[config.mk]
export PLATFORM = sky130hd
export DESIGN_NAME = fsg_top
export DESIGN_NICKNAME = d
export VERILOG_FILES = /design/src/shared/fsg_pkg.sv /design/src/fsg_sync2.sv /design/src/fsg_tick.sv /design/src/fsg_top.sv
export SDC_FILE = /design/constraint.sdc
export NUM_CORES = 1
export LEC_CHECK = 0
export ABC_AREA = 1
export BUFFER_PORTS_ARGS = -buffer_cell sky130_fd_sc_hd__buf_4
export CAP_MARGIN = 10
export CORE_MARGIN = 2
export CORE_UTILIZATION = 57
export DETAILED_ROUTE_END_ITERATION = 6
export PLACE_DENSITY = 0.8
export SETUP_SLACK_MARGIN = 0.02
export SYNTH_ARGS = -nofsm -noshare
export SYNTH_HDL_FRONTEND = slang
export SYNTH_SLANG_ARGS = --single-unit
[constraint.sdc]
create_clock -name clk_in -period 2.6 [get_ports clk_in]
set_input_delay 0 -clock clk_in [delete_from_list [all_inputs] [get_ports clk_in]]
set_output_delay 0 -clock clk_in [all_outputs]
set_load 0.05 [all_outputs]
[src/shared/fsg_pkg.sv]
package fsg_pkg;

    // ----------------------------------------------------------------
    // clocking
    // ----------------------------------------------------------------
    localparam int unsigned CLK_HZ  = 125_000_000;
    localparam int unsigned REF_HZ  = 25_000_000;
    localparam int unsigned REF_DIV = CLK_HZ / REF_HZ;

    // ----------------------------------------------------------------
    // register indices (byte address = 4 * index)
    // ----------------------------------------------------------------
    localparam int          IDX_W      = 6;
    localparam logic [5:0]  IDX_CTRL   = 6'h18;
    localparam logic [5:0]  IDX_HI_UP  = 6'h19;
    localparam logic [5:0]  IDX_HI_LO  = 6'h1a;
    localparam logic [5:0]  IDX_LO_UP  = 6'h1b;
    localparam logic [5:0]  IDX_LO_LO  = 6'h1c;
    localparam logic [5:0]  IDX_STATUS = 6'h3f;

    // ----------------------------------------------------------------
    // control fields and reset values
    // ----------------------------------------------------------------
    localparam int          CTL_EN       = 0;
    localparam int          CTL_STYLE    = 1;
    localparam int          CTL_INIT     = 2;
    localparam int          CTL_SINGLE   = 3;
    localparam int          MODE_LSB     = 4;
    localparam int          MODE_MSB     = 7;
    localparam int          MODE_EXT_BIT = 3;
    localparam int          MODE_REF_BIT = 2;
    localparam logic [7:0]  CTRL_RST     = 8'h00;
    localparam logic [7:0]  CTRL_WMASK   = 8'hf7;
    localparam logic [7:0]  TIME_RST     = 8'h00;
    localparam int          STA_LEVEL    = 0;
    localparam int          STA_SHOT     = 1;
    localparam int          STA_RUN      = 2;

    localparam int          PHASE_W = 24;

    typedef enum logic [1:0] {
        FSG_IDLE,
        FSG_HIGH,
        FSG_LOW,
        FSG_SHOT
    } fsg_state_e;

endpackage : fsg_pkg

[src/fsg_sync2.sv]
`timescale 1ns/100ps
module fsg_sync2 #(
    parameter int W = 1
) (
    input  wire logic         clk_in,
    input  wire logic         resetn_in,
    input  wire logic [W-1:0] d_in,
    output logic      [W-1:0] q_out
);
    logic [W-1:0] meta_r;

    // first stage is read by the second stage only
    always_ff @(posedge clk_in or negedge resetn_in) begin
        if (!resetn_in) begin
            meta_r <= '0;
            q_out  <= '0;
        end else begin
            meta_r <= d_in;
            q_out  <= meta_r;
        end
    end
endmodule : fsg_sync2

[src/fsg_tick.sv]
`timescale 1ns/100ps
module fsg_tick #(
    parameter int DIV = 5
) (
    input  wire logic clk_in,
    input  wire logic resetn_in,
    output logic      tick_out
);
    localparam int CW = (DIV > 1) ? $clog2(DIV) : 1;
    localparam logic [CW-1:0] LAST = CW'(DIV - 1);

    logic [CW-1:0] cnt_r;
    logic [CW-1:0] cnt_nxt;
    logic          tick_nxt;

    always_comb begin
        tick_nxt = (cnt_r == LAST);
        cnt_nxt  = tick_nxt ? '0 : cnt_r + CW'(1);
    end

    always_ff @(posedge clk_in or negedge resetn_in) begin
        if (!resetn_in) begin
            cnt_r    <= '0;
            tick_out <= 1'b0;
        end else begin
            cnt_r    <= cnt_nxt;
            tick_out <= tick_nxt;
        end
    end
endmodule : fsg_tick

[src/fsg_top.sv]
// How it works
// RULE1: codes 0000-0011 time from port frame clock
// RULE2: codes 01xx time from 25 MHz clock
// RULE3: codes 1xxx pass general pin 0-7 through
// RULE4: writing single-pulse bit emits one pulse
// RULE5: single-pulse bit self-clears, reads zero
// RULE6: host waits out a pulse before another
// RULE7: host keeps enable low for single pulses
// RULE8: initial-state bit sets starting output level
// RULE9: Hi/Lo mode times phases from separate values
// RULE10: 50/50 mode uses one 24-bit value
// RULE11: enable bit starts/stops generation, resets zero
// RULE12: high phase lasts programmed value plus one
// RULE13: high value zero gives one-cycle pulse
// RULE14: high bits 15:8 at 0x19, reset zero
// RULE15: high bits 7:0 at 0x1A, reset zero
// RULE16: low value at 0x1B/0x1C, minus-one coded
// RULE17: enabled alternates from initial level, else holds
`timescale 1ns/100ps
module fsg_top (
    input  wire logic        clk_in,
    input  wire logic        resetn_in,
    input  wire logic [7:0]  avs_address_in,
    input  wire logic        avs_read_in,
    input  wire logic        avs_write_in,
    input  wire logic [31:0] avs_writedata_in,
    input  wire logic [3:0]  avs_byteenable_in,
    output logic      [31:0] avs_readdata_out,
    output logic             avs_waitrequest_out,
    input  wire logic [3:0]  bc_frame_clk_in,
    input  wire logic [7:0]  general_pin_in,
    output logic             frame_sync_signal_out
);
    localparam int PW = fsg_pkg::PHASE_W;

    // ----------------------------------------------------------------
    // state
    // ----------------------------------------------------------------
    logic [7:0]   ctrl_r;
    logic [7:0]   ctrl_nxt;
    logic [7:0]   hi_up_r;
    logic [7:0]   hi_up_nxt;
    logic [7:0]   hi_lo_r;
    logic [7:0]   hi_lo_nxt;
    logic [7:0]   lo_up_r;
    logic [7:0]   lo_up_nxt;
    logic [7:0]   lo_lo_r;
    logic [7:0]   lo_lo_nxt;
    logic         shot_r;
    logic         shot_nxt;
    logic         wait_r;
    logic         wait_nxt;
    logic [31:0]  rdata_r;
    logic [31:0]  rdata_nxt;
    logic [PW-1:0] cnt_r;
    logic [PW-1:0] cnt_nxt;
    logic         out_r;
    logic         out_nxt;
    logic [3:0]   bc_d_r;
    fsg_pkg::fsg_state_e st_r;
    fsg_pkg::fsg_state_e st_nxt;

    logic [3:0]   bc_s;
    logic [7:0]   pin_s;
    logic         ref_tick;
    logic [3:0]   bc_rise;
    logic         tick;
    logic [PW-1:0] hi_len;
    logic [PW-1:0] lo_len;
    logic [3:0]   mode;
    logic         en;
    logic         init_lvl;
    logic         style;
    logic         ext;
    logic         req;
    logic         go;
    logic         acc_wr;
    logic         wr_ok;
    logic [fsg_pkg::IDX_W-1:0] idx;
    logic [7:0]   wbyte;
    logic [7:0]   rbyte;
    logic [7:0]   status;

    // ----------------------------------------------------------------
    // pin synchronisers and timing base
    // ----------------------------------------------------------------
    fsg_sync2 #(
        .W (12)
    ) u_sync (
        .clk_in    (clk_in),
        .resetn_in (resetn_in),
        .d_in      ({general_pin_in, bc_frame_clk_in}),
        .q_out     ({pin_s, bc_s})
    );

    fsg_tick #(
        .DIV (fsg_pkg::REF_DIV)
    ) u_ref (
        .clk_in    (clk_in),
        .resetn_in (resetn_in),
        .tick_out  (ref_tick)
    );

    always_comb begin
        mode     = ctrl_r[fsg_pkg::MODE_MSB:fsg_pkg::MODE_LSB];
        en       = ctrl_r[fsg_pkg::CTL_EN];
        init_lvl = ctrl_r[fsg_pkg::CTL_INIT];
        style    = ctrl_r[fsg_pkg::CTL_STYLE];
        ext      = mode[fsg_pkg::MODE_EXT_BIT];
        bc_rise  = bc_s & ~bc_d_r;
        // one generator step per rising frame-clock edge or 25 MHz tick
        if (mode[fsg_pkg::MODE_REF_BIT]) begin
            tick = ref_tick;                                   // [RULE2]
        end else begin
            tick = bc_rise[mode[fsg_pkg::MODE_REF_BIT-1:0]];   // [RULE1]
        end
        // 50/50 drops the high upper byte and shares one length
        if (style) begin
            hi_len = {hi_lo_r, lo_up_r, lo_lo_r};              // [RULE10]
            lo_len = hi_len;
        end else begin
            hi_len = {8'h00, hi_up_r, hi_lo_r};                // [RULE9]
            lo_len = {8'h00, lo_up_r, lo_lo_r};                // [RULE16]
        end
    end

    // ----------------------------------------------------------------
    // avalon slave: one wait cycle, then a one-cycle answer
    // ----------------------------------------------------------------
    always_comb begin
        req    = avs_read_in | avs_write_in;
        go     = req & wait_r;
        acc_wr = avs_write_in & ~wait_r;
        wr_ok  = acc_wr & avs_byteenable_in[0];
        idx    = avs_address_in[7:2];
        wbyte  = avs_writedata_in[7:0];
        wait_nxt = ~go;

        status = 8'h00;
        status[fsg_pkg::STA_LEVEL] = out_r;
        status[fsg_pkg::STA_SHOT]  = shot_r | (st_r == fsg_pkg::FSG_SHOT);
        status[fsg_pkg::STA_RUN]   = (st_r == fsg_pkg::FSG_HIGH)
                                   | (st_r == fsg_pkg::FSG_LOW);

        case (idx)
            fsg_pkg::IDX_CTRL:   rbyte = ctrl_r;   // single bit stored as 0 [RULE5]
            fsg_pkg::IDX_HI_UP:  rbyte = hi_up_r;
            fsg_pkg::IDX_HI_LO:  rbyte = hi_lo_r;
            fsg_pkg::IDX_LO_UP:  rbyte = lo_up_r;
            fsg_pkg::IDX_LO_LO:  rbyte = lo_lo_r;
            fsg_pkg::IDX_STATUS: rbyte = status;
            default:             rbyte = 8'h00;
        endcase
        rdata_nxt = (go & avs_read_in) ? {24'h00_0000, rbyte} : rdata_r;

        ctrl_nxt  = ctrl_r;
        hi_up_nxt = hi_up_r;
        hi_lo_nxt = hi_lo_r;
        lo_up_nxt = lo_up_r;
        lo_lo_nxt = lo_lo_r;
        if (wr_ok) begin
            case (idx)
                fsg_pkg::IDX_CTRL:  ctrl_nxt  = wbyte & fsg_pkg::CTRL_WMASK;
                fsg_pkg::IDX_HI_UP: hi_up_nxt = wbyte;                 // [RULE14]
                fsg_pkg::IDX_HI_LO: hi_lo_nxt = wbyte;                 // [RULE15]
                fsg_pkg::IDX_LO_UP: lo_up_nxt = wbyte;                 // [RULE16]
                fsg_pkg::IDX_LO_LO: lo_lo_nxt = wbyte;                 // [RULE16]
                default:            ctrl_nxt  = ctrl_r;
            endcase
        end
    end

    // ----------------------------------------------------------------
    // generator
    // ----------------------------------------------------------------
    always_comb begin
        st_nxt  = st_r;
        cnt_nxt = cnt_r;
        // a request arriving while one is taken is kept: set wins
        shot_nxt = shot_r & (st_r != fsg_pkg::FSG_IDLE);
        if (wr_ok && idx == fsg_pkg::IDX_CTRL && wbyte[fsg_pkg::CTL_SINGLE]) begin
            shot_nxt = 1'b1;                                          // [RULE4]
        end
        case (st_r)
            fsg_pkg::FSG_IDLE: begin
                cnt_nxt = '0;
                if (en) begin
                    st_nxt = init_lvl ? fsg_pkg::FSG_HIGH
                                      : fsg_pkg::FSG_LOW;              // [RULE17]
                end else if (shot_r) begin
                    st_nxt = fsg_pkg::FSG_SHOT;                        // [RULE4]
                end
            end
            fsg_pkg::FSG_HIGH: begin
                if (!en) begin
                    st_nxt = fsg_pkg::FSG_IDLE;                        // [RULE11]
                end else if (tick) begin
                    if (cnt_r == hi_len) begin
                        cnt_nxt = '0;
                        st_nxt  = fsg_pkg::FSG_LOW;                    // [RULE12]
                    end else begin
                        cnt_nxt = cnt_r + PW'(1);
                    end
                end
            end
            fsg_pkg::FSG_LOW: begin
                if (!en) begin
                    st_nxt = fsg_pkg::FSG_IDLE;                        // [RULE11]
                end else if (tick) begin
                    if (cnt_r == lo_len) begin
                        cnt_nxt = '0;
                        st_nxt  = fsg_pkg::FSG_HIGH;                   // [RULE16]
                    end else begin
                        cnt_nxt = cnt_r + PW'(1);
                    end
                end
            end
            fsg_pkg::FSG_SHOT: begin
                // pulse of high-time length at the level opposite to idle
                if (tick) begin
                    if (cnt_r == hi_len) begin
                        cnt_nxt = '0;
                        st_nxt  = fsg_pkg::FSG_IDLE;                   // [RULE13]
                    end else begin
                        cnt_nxt = cnt_r + PW'(1);
                    end
                end
            end
            default: begin
                st_nxt  = fsg_pkg::FSG_IDLE;
                cnt_nxt = '0;
            end
        endcase
        if (ext) begin
            out_nxt = pin_s[mode[fsg_pkg::MODE_EXT_BIT-1:0]];          // [RULE3]
        end else begin
            case (st_nxt)
                fsg_pkg::FSG_HIGH: out_nxt = 1'b1;
                fsg_pkg::FSG_LOW:  out_nxt = 1'b0;
                fsg_pkg::FSG_SHOT: out_nxt = ~init_lvl;
                default:           out_nxt = init_lvl;                 // [RULE8]
            endcase
        end
    end

    // ----------------------------------------------------------------
    // registers
    // ----------------------------------------------------------------
    always_ff @(posedge clk_in or negedge resetn_in) begin
        if (!resetn_in) begin
            ctrl_r  <= fsg_pkg::CTRL_RST;                              // [RULE11]
            hi_up_r <= fsg_pkg::TIME_RST;                              // [RULE14]
            hi_lo_r <= fsg_pkg::TIME_RST;                              // [RULE15]
            lo_up_r <= fsg_pkg::TIME_RST;
            lo_lo_r <= fsg_pkg::TIME_RST;
            shot_r  <= 1'b0;
            wait_r  <= 1'b1;
            rdata_r <= 32'h0000_0000;
            st_r    <= fsg_pkg::FSG_IDLE;
            cnt_r   <= '0;
            out_r   <= 1'b0;
            bc_d_r  <= 4'h0;
        end else begin
            ctrl_r  <= ctrl_nxt;
            hi_up_r <= hi_up_nxt;
            hi_lo_r <= hi_lo_nxt;
            lo_up_r <= lo_up_nxt;
            lo_lo_r <= lo_lo_nxt;
            shot_r  <= shot_nxt;
            wait_r  <= wait_nxt;
            rdata_r <= rdata_nxt;
            st_r    <= st_nxt;
            cnt_r   <= cnt_nxt;
            out_r   <= out_nxt;
            bc_d_r  <= bc_s;
        end
    end

    assign avs_readdata_out      = rdata_r;
    assign avs_waitrequest_out   = wait_r;
    assign frame_sync_signal_out = out_r;

    // ----------------------------------------------------------------
    // assertions
    // ----------------------------------------------------------------
    logic rd_ctl_r;
    always_ff @(posedge clk_in or negedge resetn_in) begin
        if (!resetn_in) begin
            rd_ctl_r <= 1'b0;
        end else begin
            rd_ctl_r <= go & avs_read_in & (idx == fsg_pkg::IDX_CTRL);
        end
    end
endmodule : fsg_top

==> results of run 1 <==
## cells by family (layout without fill, tap and decap cells)
kind of cell             count (synthesis)  count (layout)  share of synthesized area
adder cells (fa/ha/maj)                  8               8                     0.0173
XOR/XNOR                                35              35                     0.0529
buffers and inverters                  117             158                      0.101
AO/OA/AOI/OAI                           98              98                     0.0974
AND/OR/NAND/NOR                        359             359                      0.264
other                                    1              24                   0.000647
flip-flops                             108             108                      0.467
## placed cells by master (no fill, tap or decap), types with 2 or more instances in the layout
master and n:
nand2_1 222, dfrtp_1 107, inv_1 73, o21ai_0 67, nor2_1 54, buf_4 45
nand3_1 37, xor2_1 24, conb_1 24, dlygate4sd3_1 22, xnor2_1 11, nor2_2 10
nand4_1 9, clkbuf_8 9, nor3_1 8, ha_1 8, a21oi_1 7, o22ai_1 6
a221oi_1 5, nand2_2 4, o211ai_1 4, nor3_2 4, nand3b_1 3, o221ai_1 3
nor4_1 3, inv_2 2, or2_2 2, o31ai_1 2, clkinv_4 2, inv_6 2
clkinv_8 2
## final cells by class
class	instances	area (um^2)	share of cell area
multi-input combinational	524	2590	0.399
tap	133	166	0.0256
timing repair buffer	67	558	0.0858
clock buffer	9	124	0.0190
clock inverter	7	78.8	0.0121
inverter	75	282	0.0433
sequential	108	2700	0.416
## routing by layer
metal	track usage	vias to the layer above	wire length [um]
met1	0.386	2404	6090
met2	0.456	246	6990
li1	-	2380	-
met4	0.0981	0	472
met3	0.0518	45	1350
met5	0	-	0
## power by group through the flow
| stage | Sequential (mW) | Combinational, mW | Clock [mW] |
|---|---|---|---|
| floorplan | 1.88 | 0.671 | 0 |
| global placement | 1.86 | 0.849 | 0 |
| detailed placement | 1.87 | 0.884 | 0 |
| CTS | 1.83 | 0.913 | 1.05 |
| global route | 1.84 | 1.01 | 1.12 |
| finish | 1.83 | 0.920 | 1.04 |
## path summary, 6_finish.rpt
| kind | to |
|---|---|
| worst max-delay path | cnt_r[23]$_DFFE_PN0P_ |
| worst min-delay path | lo_lo_r[2]$_DFFE_PN0P_ |
| worst max register to register | cnt_r[23]$_DFFE_PN0P_ |
| worst min register to register | u_sync.q_out[7]$_DFF_PN0_ |
| max in group asynchronous | hi_lo_r[1]$_DFFE_PN0P_ |
| min in group asynchronous | shot_r$_DFF_PN0_ |
## state kept, by name, summed over array words and instances, names as in the netlist
register / flops
avs_readdata_out: 8
avs_waitrequest_out: 1
bc_d_r: 4
cnt_r: 24
ctrl_r: 7
frame_sync_signal_out: 1
hi_lo_r: 8
hi_up_r: 8
lo_lo_r: 8
lo_up_r: 8
shot_r: 1
st_r: 2
u_ref.cnt_r: 3
u_ref.tick_out: 1
u_sync.meta_r: 12
u_sync.q_out: 12
## stage by stage
stage,area [um^2],total power [mW],hold slack (ps),cells
after floorplan,5880,2.55,-296,749
after global placement,6080,2.71,30.4,885
after detailed placement,6080,2.75,38.6,885
after CTS,6500,3.80,13.9,923
after global routing,6500,3.98,31.9,923
final,6500,3.80,32.2,923
## worst reg2reg max path: stages, from the launching register on
cell and delay [ps]:
dfrtp_1 390, inv_1 290, nand2_1 130, nand2_1 80, nand2_1 50, nand2_1 60, nand2_1 50, nor2_1 140
nand2_1 100, nor2_1 140, nand2_1 90, nand2_2 90, a21oi_4 100, nor2_8 320, nor2_1 110
==> results.cfg, run 1 <==
[power_and_ir_drop]
power_frac_comb = 0.242
p_seq_frac = 0.483
clkPwrFrac = 0.274
p_per_area_mw_per_mm2 = 584
leakage_nw = 3.11
switching_share = 0.367
p_int_mw = 2.40
peakVddDrop_uv = 549
power_switching_mw = 1.39

[cells_and_area]
fill_cells = 851
diodes = 0
drive_above_1_share = 0.109
post-route-util = 0.662
area_delta_synth_final_pct = 12.3
nets = 853

[floorplanning]
rows = 36
fp.coreArea_mm2 = 0.00982
die_y_um = 105
initial_utilization = 0.590
dieArea_mm2 = 0.0110
ios = 94
die_w_um = 105

[logic_synthesis]
synthCells = 726
yosys-top-cells-count = 222 x nand2_1, 107 x dfrtp_1, 73 x inv_1, 67 x o21ai_0, 54 x nor2_1
yosys.area.top_type = dfrtp_1
netlist_top_cells_area = dfrtp_1 46%, nand2_1 14%, o21ai_0 5.8%, inv_1 4.7%, buf_4 3.6%
syn_area_per_cell_um2 = 7.98
yosysWarningCount = 0
async_flop_share = 1.00
yosysUniqueCellTypes = 39
ys.flop_type = dfrtp_1
netlist_area_mm2 = 0.00579
yosys.area.top_type_share = 0.462
ys_ff_latch = 108
synth_edf_count = 0
synth.most_common_cell = nand2_1
seq_area_frac_synth = 0.467

[placed_design]
globalplace.congestion = 0.989
pre_cts_slack_ps = 381
hpwl_um = 11100
port_buffers = 40

[status]
outcome = completed

[clock_network]
clockBufferDepth = 2
cts_sinks = 108
cts_buffers = 9
h-tree-depth = 3
cts_setup_buffers = 0
clk_latency_ps = 390
root_buffer = clkbuf_8
cts.clk_slew.worst_paths_ps = 130
cts_tree = yes
ctsHoldBuffers = 22
cts_resized = 0

[timing]
max-slew-margin-rel = 0.619
finalClockSkew_ps = 18.5
finalCriticalPeriod_ps = 2270
max_clock_freq_ghz = 0.441
setup_violations = 0
tightest_slew_ps = 571
setup_slack_ps = 333
rsz0062_at_grt = false
final_hold_viol_count = 0
finalCritPeriodShare = 0.872
maxSlewViolCount = 0
tns_ps = 0

[setup_path]
crit_buf_inv = 1
cp_slowest_stage_delay_ps = 390
cp.depth = 14
critPathTopFamily = simple AND/OR/NAND/NOR gates
crit_path_cell_trace = inv_1, nand2_1, nand2_1, nand2_1, nand2_1, nand2_1, nor2_1, nand2_1, nor2_1, nand2_1, nand2_2, a21oi_4, nor2_8, nor2_1
r2r_start = ctrl_r[1]$_DFFE_PN0P_
critPathRequiredTime_ps = 2860
cpMaxStageDelayCell = dfrtp_1
r2r_slack_ps = 330
critPathCaptureType = flop
cp.arrival_ps = 2530
crit_top_cell = nand2_1
reg2reg_depth = 14
start_kind = flop
critPathMaxFanout = 19
worstSetupPathType = reg -> reg
critPathLaunch = ctrl_r[1]$_DFFE_PN0P_

[detailed_routing]
drc = 0
viasPerCell = 5.50
wl_um = 14900
first_pass_iters = 6
ant_nets = 0
wl_per_cell_um = 16.1
vias = 5075
drt_iter0_markers = 516

[global_route]
first_global_vias = 5003
antenna_found_initial = 0
grt_overflow = 0
grt_pass1_wl_um = 24600
grt_max_degree = 49
grtUsageTotal = 0.283

[job]
max_cap_violations = 0

[min_path]
hold_path.class = in -> reg
min_from = avs_writedata_in[2]
min_delay_path_depth = 3
Note: power is estimated with default switching activity, not from simulation.
==> inputs of run 2 (changes only) <==
- CORE_ASPECT_RATIO: unset -> 0.5
==> run 2 against run 1 <==
  * Critical path depth fell by 6
  * Total power rose by 10%
  * First-iteration DRC count down 0.58%
  * Worst setup slack worse by 110 ps
  * Flip-flop and latch count unchanged
  * Count of clock-buffer cells in the layout is the same
  * Register-to-register slack worse by 110 ps
  * Clock power up 36%
  * Global-route usage is 0.37 points lower
  * Combinational power rose by 1%
  * Largest power group unchanged
  * Fmax shrank 4.8%
==> results.cfg, run 2 (synthesized netlist as in run 1, its figures left out) <==
[setup_path]
critPathRequiredTime_ps = 2830
r2r_slack_ps = 220
timing.rr.end = cnt_r[20]$_DFFE_PN0P_
reg2reg_depth = 8
r2r_start = st_r[1]$_DFF_PN0_
critPathCaptureType = flop
critPathMaxFanout = 19
cp.arrival_ps = 2620
start_kind = flop
worstSetupPathType = reg -> reg

[detailed_routing]
wl_um = 14600
drc = 0
viasPerCell = 5.37
topRoutingLayerUsed = met4
first_pass_iters = 5
wl_met3_um = 1080
wl_met2_um = 6650
drt_iter0_markers = 513
ant_nets = 0
m1WireLength_um = 6600
vias = 4921
wl_per_cell_um = 15.9

[power_and_ir_drop]
clkPwrFrac = 0.337
peakVddDrop_uv = 368
power_frac_comb = 0.223
leakage_nw = 3.13
power_switching_mw = 1.47
p_seq_frac = 0.440
switching_share = 0.351
p_int_mw = 2.71
p_per_area_mw_per_mm2 = 638

[global_route]
grt_pass1_wl_um = 23400
first_global_vias = 4422
grt_max_degree = 71
grtUsageTotal = 0.279
antenna_found_initial = 0
grt_overflow = 0

[timing]
setup_violations = 0
tns_ps = 0
max-slew-margin-rel = 0.418
rsz0062_at_grt = false
tightest_slew_ps = 873
final_hold_viol_count = 0
finalCriticalPeriod_ps = 2380
maxSlewViolCount = 0
max_clock_freq_ghz = 0.420
finalClockSkew_ps = 6.09
finalCritPeriodShare = 0.916

[clock_network]
h-tree-depth = 3
cts_tree = yes
clk_latency_ps = 360
cts_setup_buffers = 0
cts_buffers = 9
clockBufferDepth = 2
root_buffer = clkbuf_16
cts_sinks = 108
cts.clk_slew.worst_paths_ps = 80

[cells_and_area]
post-route-util = 0.679
final_cell_mix = 222 x nand2_1, 107 x dfrtp_1, 73 x inv_1
drive_above_1_share = 0.107
diodes = 0
final_common_cell = nand2_1
top_regs = cnt_r: 24 flops, u_sync.meta_r: 12 flops, u_sync.q_out: 12 flops
largest_reg_flops = 24
area_delta_synth_final_pct = 13.2
nets = 845
top_register = cnt_r

[min_path]
hold_path.class = in -> reg
min_delay_path_depth = 3
hold_end = hi_up_r[1]$_DFFE_PN0P_
min_from = avs_writedata_in[1]

[placed_design]
port_buffers = 40
globalplace.congestion = 0.979
hpwl_um = 10900

[status]
outcome = completed

[floorplanning]
initial_utilization = 0.599
ios = 94
die_y_um = 75.3
die_w_um = 147
fp.coreArea_mm2 = 0.00967
dieArea_mm2 = 0.0110
rows = 25

[job]
max_cap_violations = 0
[run 2: cell types whose count changed in the layout (fill, tap and decap cells not counted), sizes merged]
cell,delta
inv,+1
dlygate4sd3,-6
buf,-2
clkinv,-1
[run 2: routing by layer]
| metal | up-vias | global-route usage |
|---|---|---|
| met2 | 178 | 0.459 |
| met5 | - | 0 |
| li1 | 2378 | - |
| met4 | 0 | 0.0701 |
| met3 | 18 | 0.0545 |
| met1 | 2347 | 0.394 |
[run 2: power groups by stage]
stage,clock (mW),sequential (mW),combinational [mW]
after detailed placement,0,1.87,0.885
after CTS,1.44,1.84,0.920
after global placement,0,1.86,0.866
after floorplan,0,1.88,0.671
after global routing,1.51,1.85,1.02
final,1.41,1.84,0.932
[run 2: repair_timing]
action | in CTS | in global routing
hold buffers | 16 | 0
endpoints found under the hold margin | 84 | 0
setup endpoints to repair | 0 | 1
resized for setup | 0 | 2
[run 2: worst max path at each step]
stage	startpoint	cells past startpoint	slack [ps]	end
2_1_floorplan	st_r[1]$_DFF_PN0_	9	620	cnt_r[23]$_DFFE_PN0P_
3_3_place_gp	st_r[1]$_DFF_PN0_	10	360	cnt_r[20]$_DFFE_PN0P_
3_5_place_dp	st_r[1]$_DFF_PN0_	10	260	cnt_r[20]$_DFFE_PN0P_
4_1_cts	st_r[1]$_DFF_PN0_	10	210	cnt_r[20]$_DFFE_PN0P_
5_1_grt	st_r[1]$_DFF_PN0_	10	30	cnt_r[20]$_DFFE_PN0P_
6_report	st_r[1]$_DFF_PN0_	8	220	cnt_r[20]$_DFFE_PN0P_
[run 2: stage by stage]
stage                     setup slack, ps  power [mW]  area (um^2)  hold slack (ps)  instances
after floorplan                       621        2.55         5880             -296        749
after CTS                             207        4.19         6560             4.85        917
after global placement                361        2.73         6080              109        885
after global routing                 28.1        4.37         6560             7.96        917
final                                 219        4.18         6560             9.83        917
after detailed placement              259        2.75         6080              110        885
[run 2: worst max-delay path: stages (launching register included)]
cell and delay, ps:
dfrtp_1 440, inv_1 130, ha_1 220, or2_2 320
o211ai_1 200, nand2_2 270, buf_4 260, nor2_8 310
nor2_1 100
[run 2: cell type report]
cell class | count | area, um^2
multi-input combinational | 524 | 2590
tap | 135 | 169
fill | 775 | 3110
inverter | 75 | 284
timing repair buffer | 59 | 495
clock inverter | 7 | 88.8
sequential | 108 | 2700
clock buffer | 9 | 225
==> inputs of run 3 (changes only) <==
- CELL_PAD_IN_SITES_DETAIL_PLACEMENT: unset -> 1
- CELL_PAD_IN_SITES_GLOBAL_PLACEMENT: unset -> 2
- CORE_UTILIZATION: 57 -> 33
- PLACE_DENSITY: 0.8 -> unset
- PLACE_DENSITY_LB_ADDON: unset -> 0.1
==> run 3 against run 2 <==
  * Worst setup slack improved by 23 ps
  * Clock power decreased by 4%
  * Highest routed layer unchanged
  * Combinational power increased by 6.4%
  * Final area increased by 2.0%
==> results.cfg, run 3 (synthesized netlist as in run 1, its figures left out) <==
[clock_network]
cts_tree = yes
h-tree-depth = 3
clockBufferDepth = 2
root_buffer = clkbuf_16
cts.clk_slew.worst_paths_ps = 80
clk_latency_ps = 360
cts_sinks = 108
cts_resized = 0
cts_buffers = 9

[cells_and_area]
drive_above_1_share = 0.114
top_regs = cnt_r: 24 flops, u_sync.meta_r: 12 flops, u_sync.q_out: 12 flops
diodes = 0
nets = 851
fill_cells = 2138
area_delta_synth_final_pct = 15.5
final_common_cell = nand2_1
final_cell_mix = 222 x nand2_1, 107 x dfrtp_1, 73 x inv_1
largest_reg_flops = 24
top_register = cnt_r

[floorplanning]
ios = 94
die_w_um = 191
initial_utilization = 0.335
die_y_um = 97.7
rows = 34
fp.coreArea_mm2 = 0.0173
dieArea_mm2 = 0.0187

[setup_path]
cpMaxStageDelayCell = dfrtp_1
crit_buf_inv = 2
worstSetupPathType = reg -> reg
cp_slowest_stage_delay_ps = 410
cp.arrival_ps = 2580
critPathTopFamily = simple AND/OR/NAND/NOR gates
crit_path_cell_trace = inv_1, ha_1, or2_2, o211ai_1, nand2_2, buf_4, nor2_8, nor2_1
critPathRequiredTime_ps = 2820
critPathMaxFanout = 19
critPathCaptureType = flop
start_kind = flop

[timing]
max-slew-margin-rel = 0.559
setup_slack_ps = 241
finalCritPeriodShare = 0.907
tns_ps = 0
rsz0062_at_grt = false
finalCriticalPeriod_ps = 2360
tightest_slew_ps = 662
max_clock_freq_ghz = 0.424
maxSlewViolCount = 0
finalClockSkew_ps = 12.7
hold_ws_ps = 17.6
setup_violations = 0
final_hold_viol_count = 0

[detailed_routing]
vias = 4870
first_pass_iters = 4
viasPerCell = 4.77
drt_iter0_markers = 298
wl_um = 18200
ant_nets = 0
wl_per_cell_um = 17.8
drc = 0

[global_route]
grtUsageTotal = 0.210
grt_overflow = 0
grt_max_degree = 53
grt_pass1_wl_um = 29400
antenna_found_initial = 0
first_global_vias = 5111

[placed_design]
globalplace.congestion = 0.827
port_buffers = 40
hpwl_um = 14100
pre_cts_slack_ps = 220

[status]
outcome = completed

[power_and_ir_drop]
peakVddDrop_uv = 334
leakage_nw = 3.15
p_per_area_mw_per_mm2 = 626

[min_path]
hold_path.class = in -> reg

[job]
max_cap_violations = 0
run 3: cell count changes in the layout (fill, tap and decap cells not counted), sizes merged:
| cell | delta |
|---|---|
| buf | +6 |
run 3: path summary, 6_finish.rpt:
check,from,endpoint,slack [ps],cells past startpoint
min in group asynchronous,resetn_in,u_sync.q_out[0]$_DFF_PN0_,220,2
max in group asynchronous,resetn_in,cnt_r[19]$_DFFE_PN0P_,1610,3
worst min register to register,u_sync.meta_r[2]$_DFF_PN0_,u_sync.q_out[2]$_DFF_PN0_,350,0
worst max-delay path,st_r[1]$_DFF_PN0_,cnt_r[11]$_DFFE_PN0P_,240,8
worst max register to register,st_r[1]$_DFF_PN0_,cnt_r[11]$_DFFE_PN0P_,240,8
worst min-delay path,avs_writedata_in[7],lo_up_r[7]$_DFFE_PN0P_,20,3
run 3: timing repair:
item                      in CTS  in global routing
setup buffers                  0                  0
hold endpoints to repair      67                  0
hold buffers                  16                  0
run 3: layer usage:
metal / vias to the layer above / wire [um] / global-route usage
met5: - / 0 / 0
met4: 0 / 111 / 0.0266
met3: 11 / 649 / 0.0397
met2: 76 / 7930 / 0.328
met1: 2402 / 9490 / 0.311
li1: 2381 / - / -
run 3: per-stage QoR:
stage,total power [mW],cells,utilization,instance area (um^2)
2_1_floorplan,2.55,749,-,5880
3_3_place_gp,2.85,990,0.362,6250
3_5_place_dp,2.86,990,0.362,6250
4_1_cts,4.25,1022,0.387,6690
5_1_grt,4.42,1022,0.387,6690
6_report,4.19,1022,0.387,6690
run 3: power breakdown:
part / switching (mW) / internal, mW / total (mW)
Clock: 0.696 / 0.668 / 1.36
Combinational: 0.700 / 0.292 / 0.992
Sequential: 0.0801 / 1.76 / 1.84
Total: 1.48 / 2.72 / 4.19
run 3: layout make-up:
cell class / instances / area, um^2 / area share
Clock buffer: 9 / 225 / 0.0337
Clock inverter: 7 / 56.3 / 0.00841
Inverter: 75 / 282 / 0.0421
Multi-Input combinational cell: 524 / 2590 / 0.387
Sequential cell: 108 / 2700 / 0.404
Tap cell: 234 / 293 / 0.0437
Timing Repair Buffer: 65 / 541 / 0.0808
run 3: worst register-to-register path, cell delays in order, from the launching register on:
cell and delay (ps):
dfrtp_1 410, inv_1 110, ha_1 220, or2_2 340, o211ai_1 200, nand2_2 250, buf_4 260, nor2_8 330
nor2_1 100
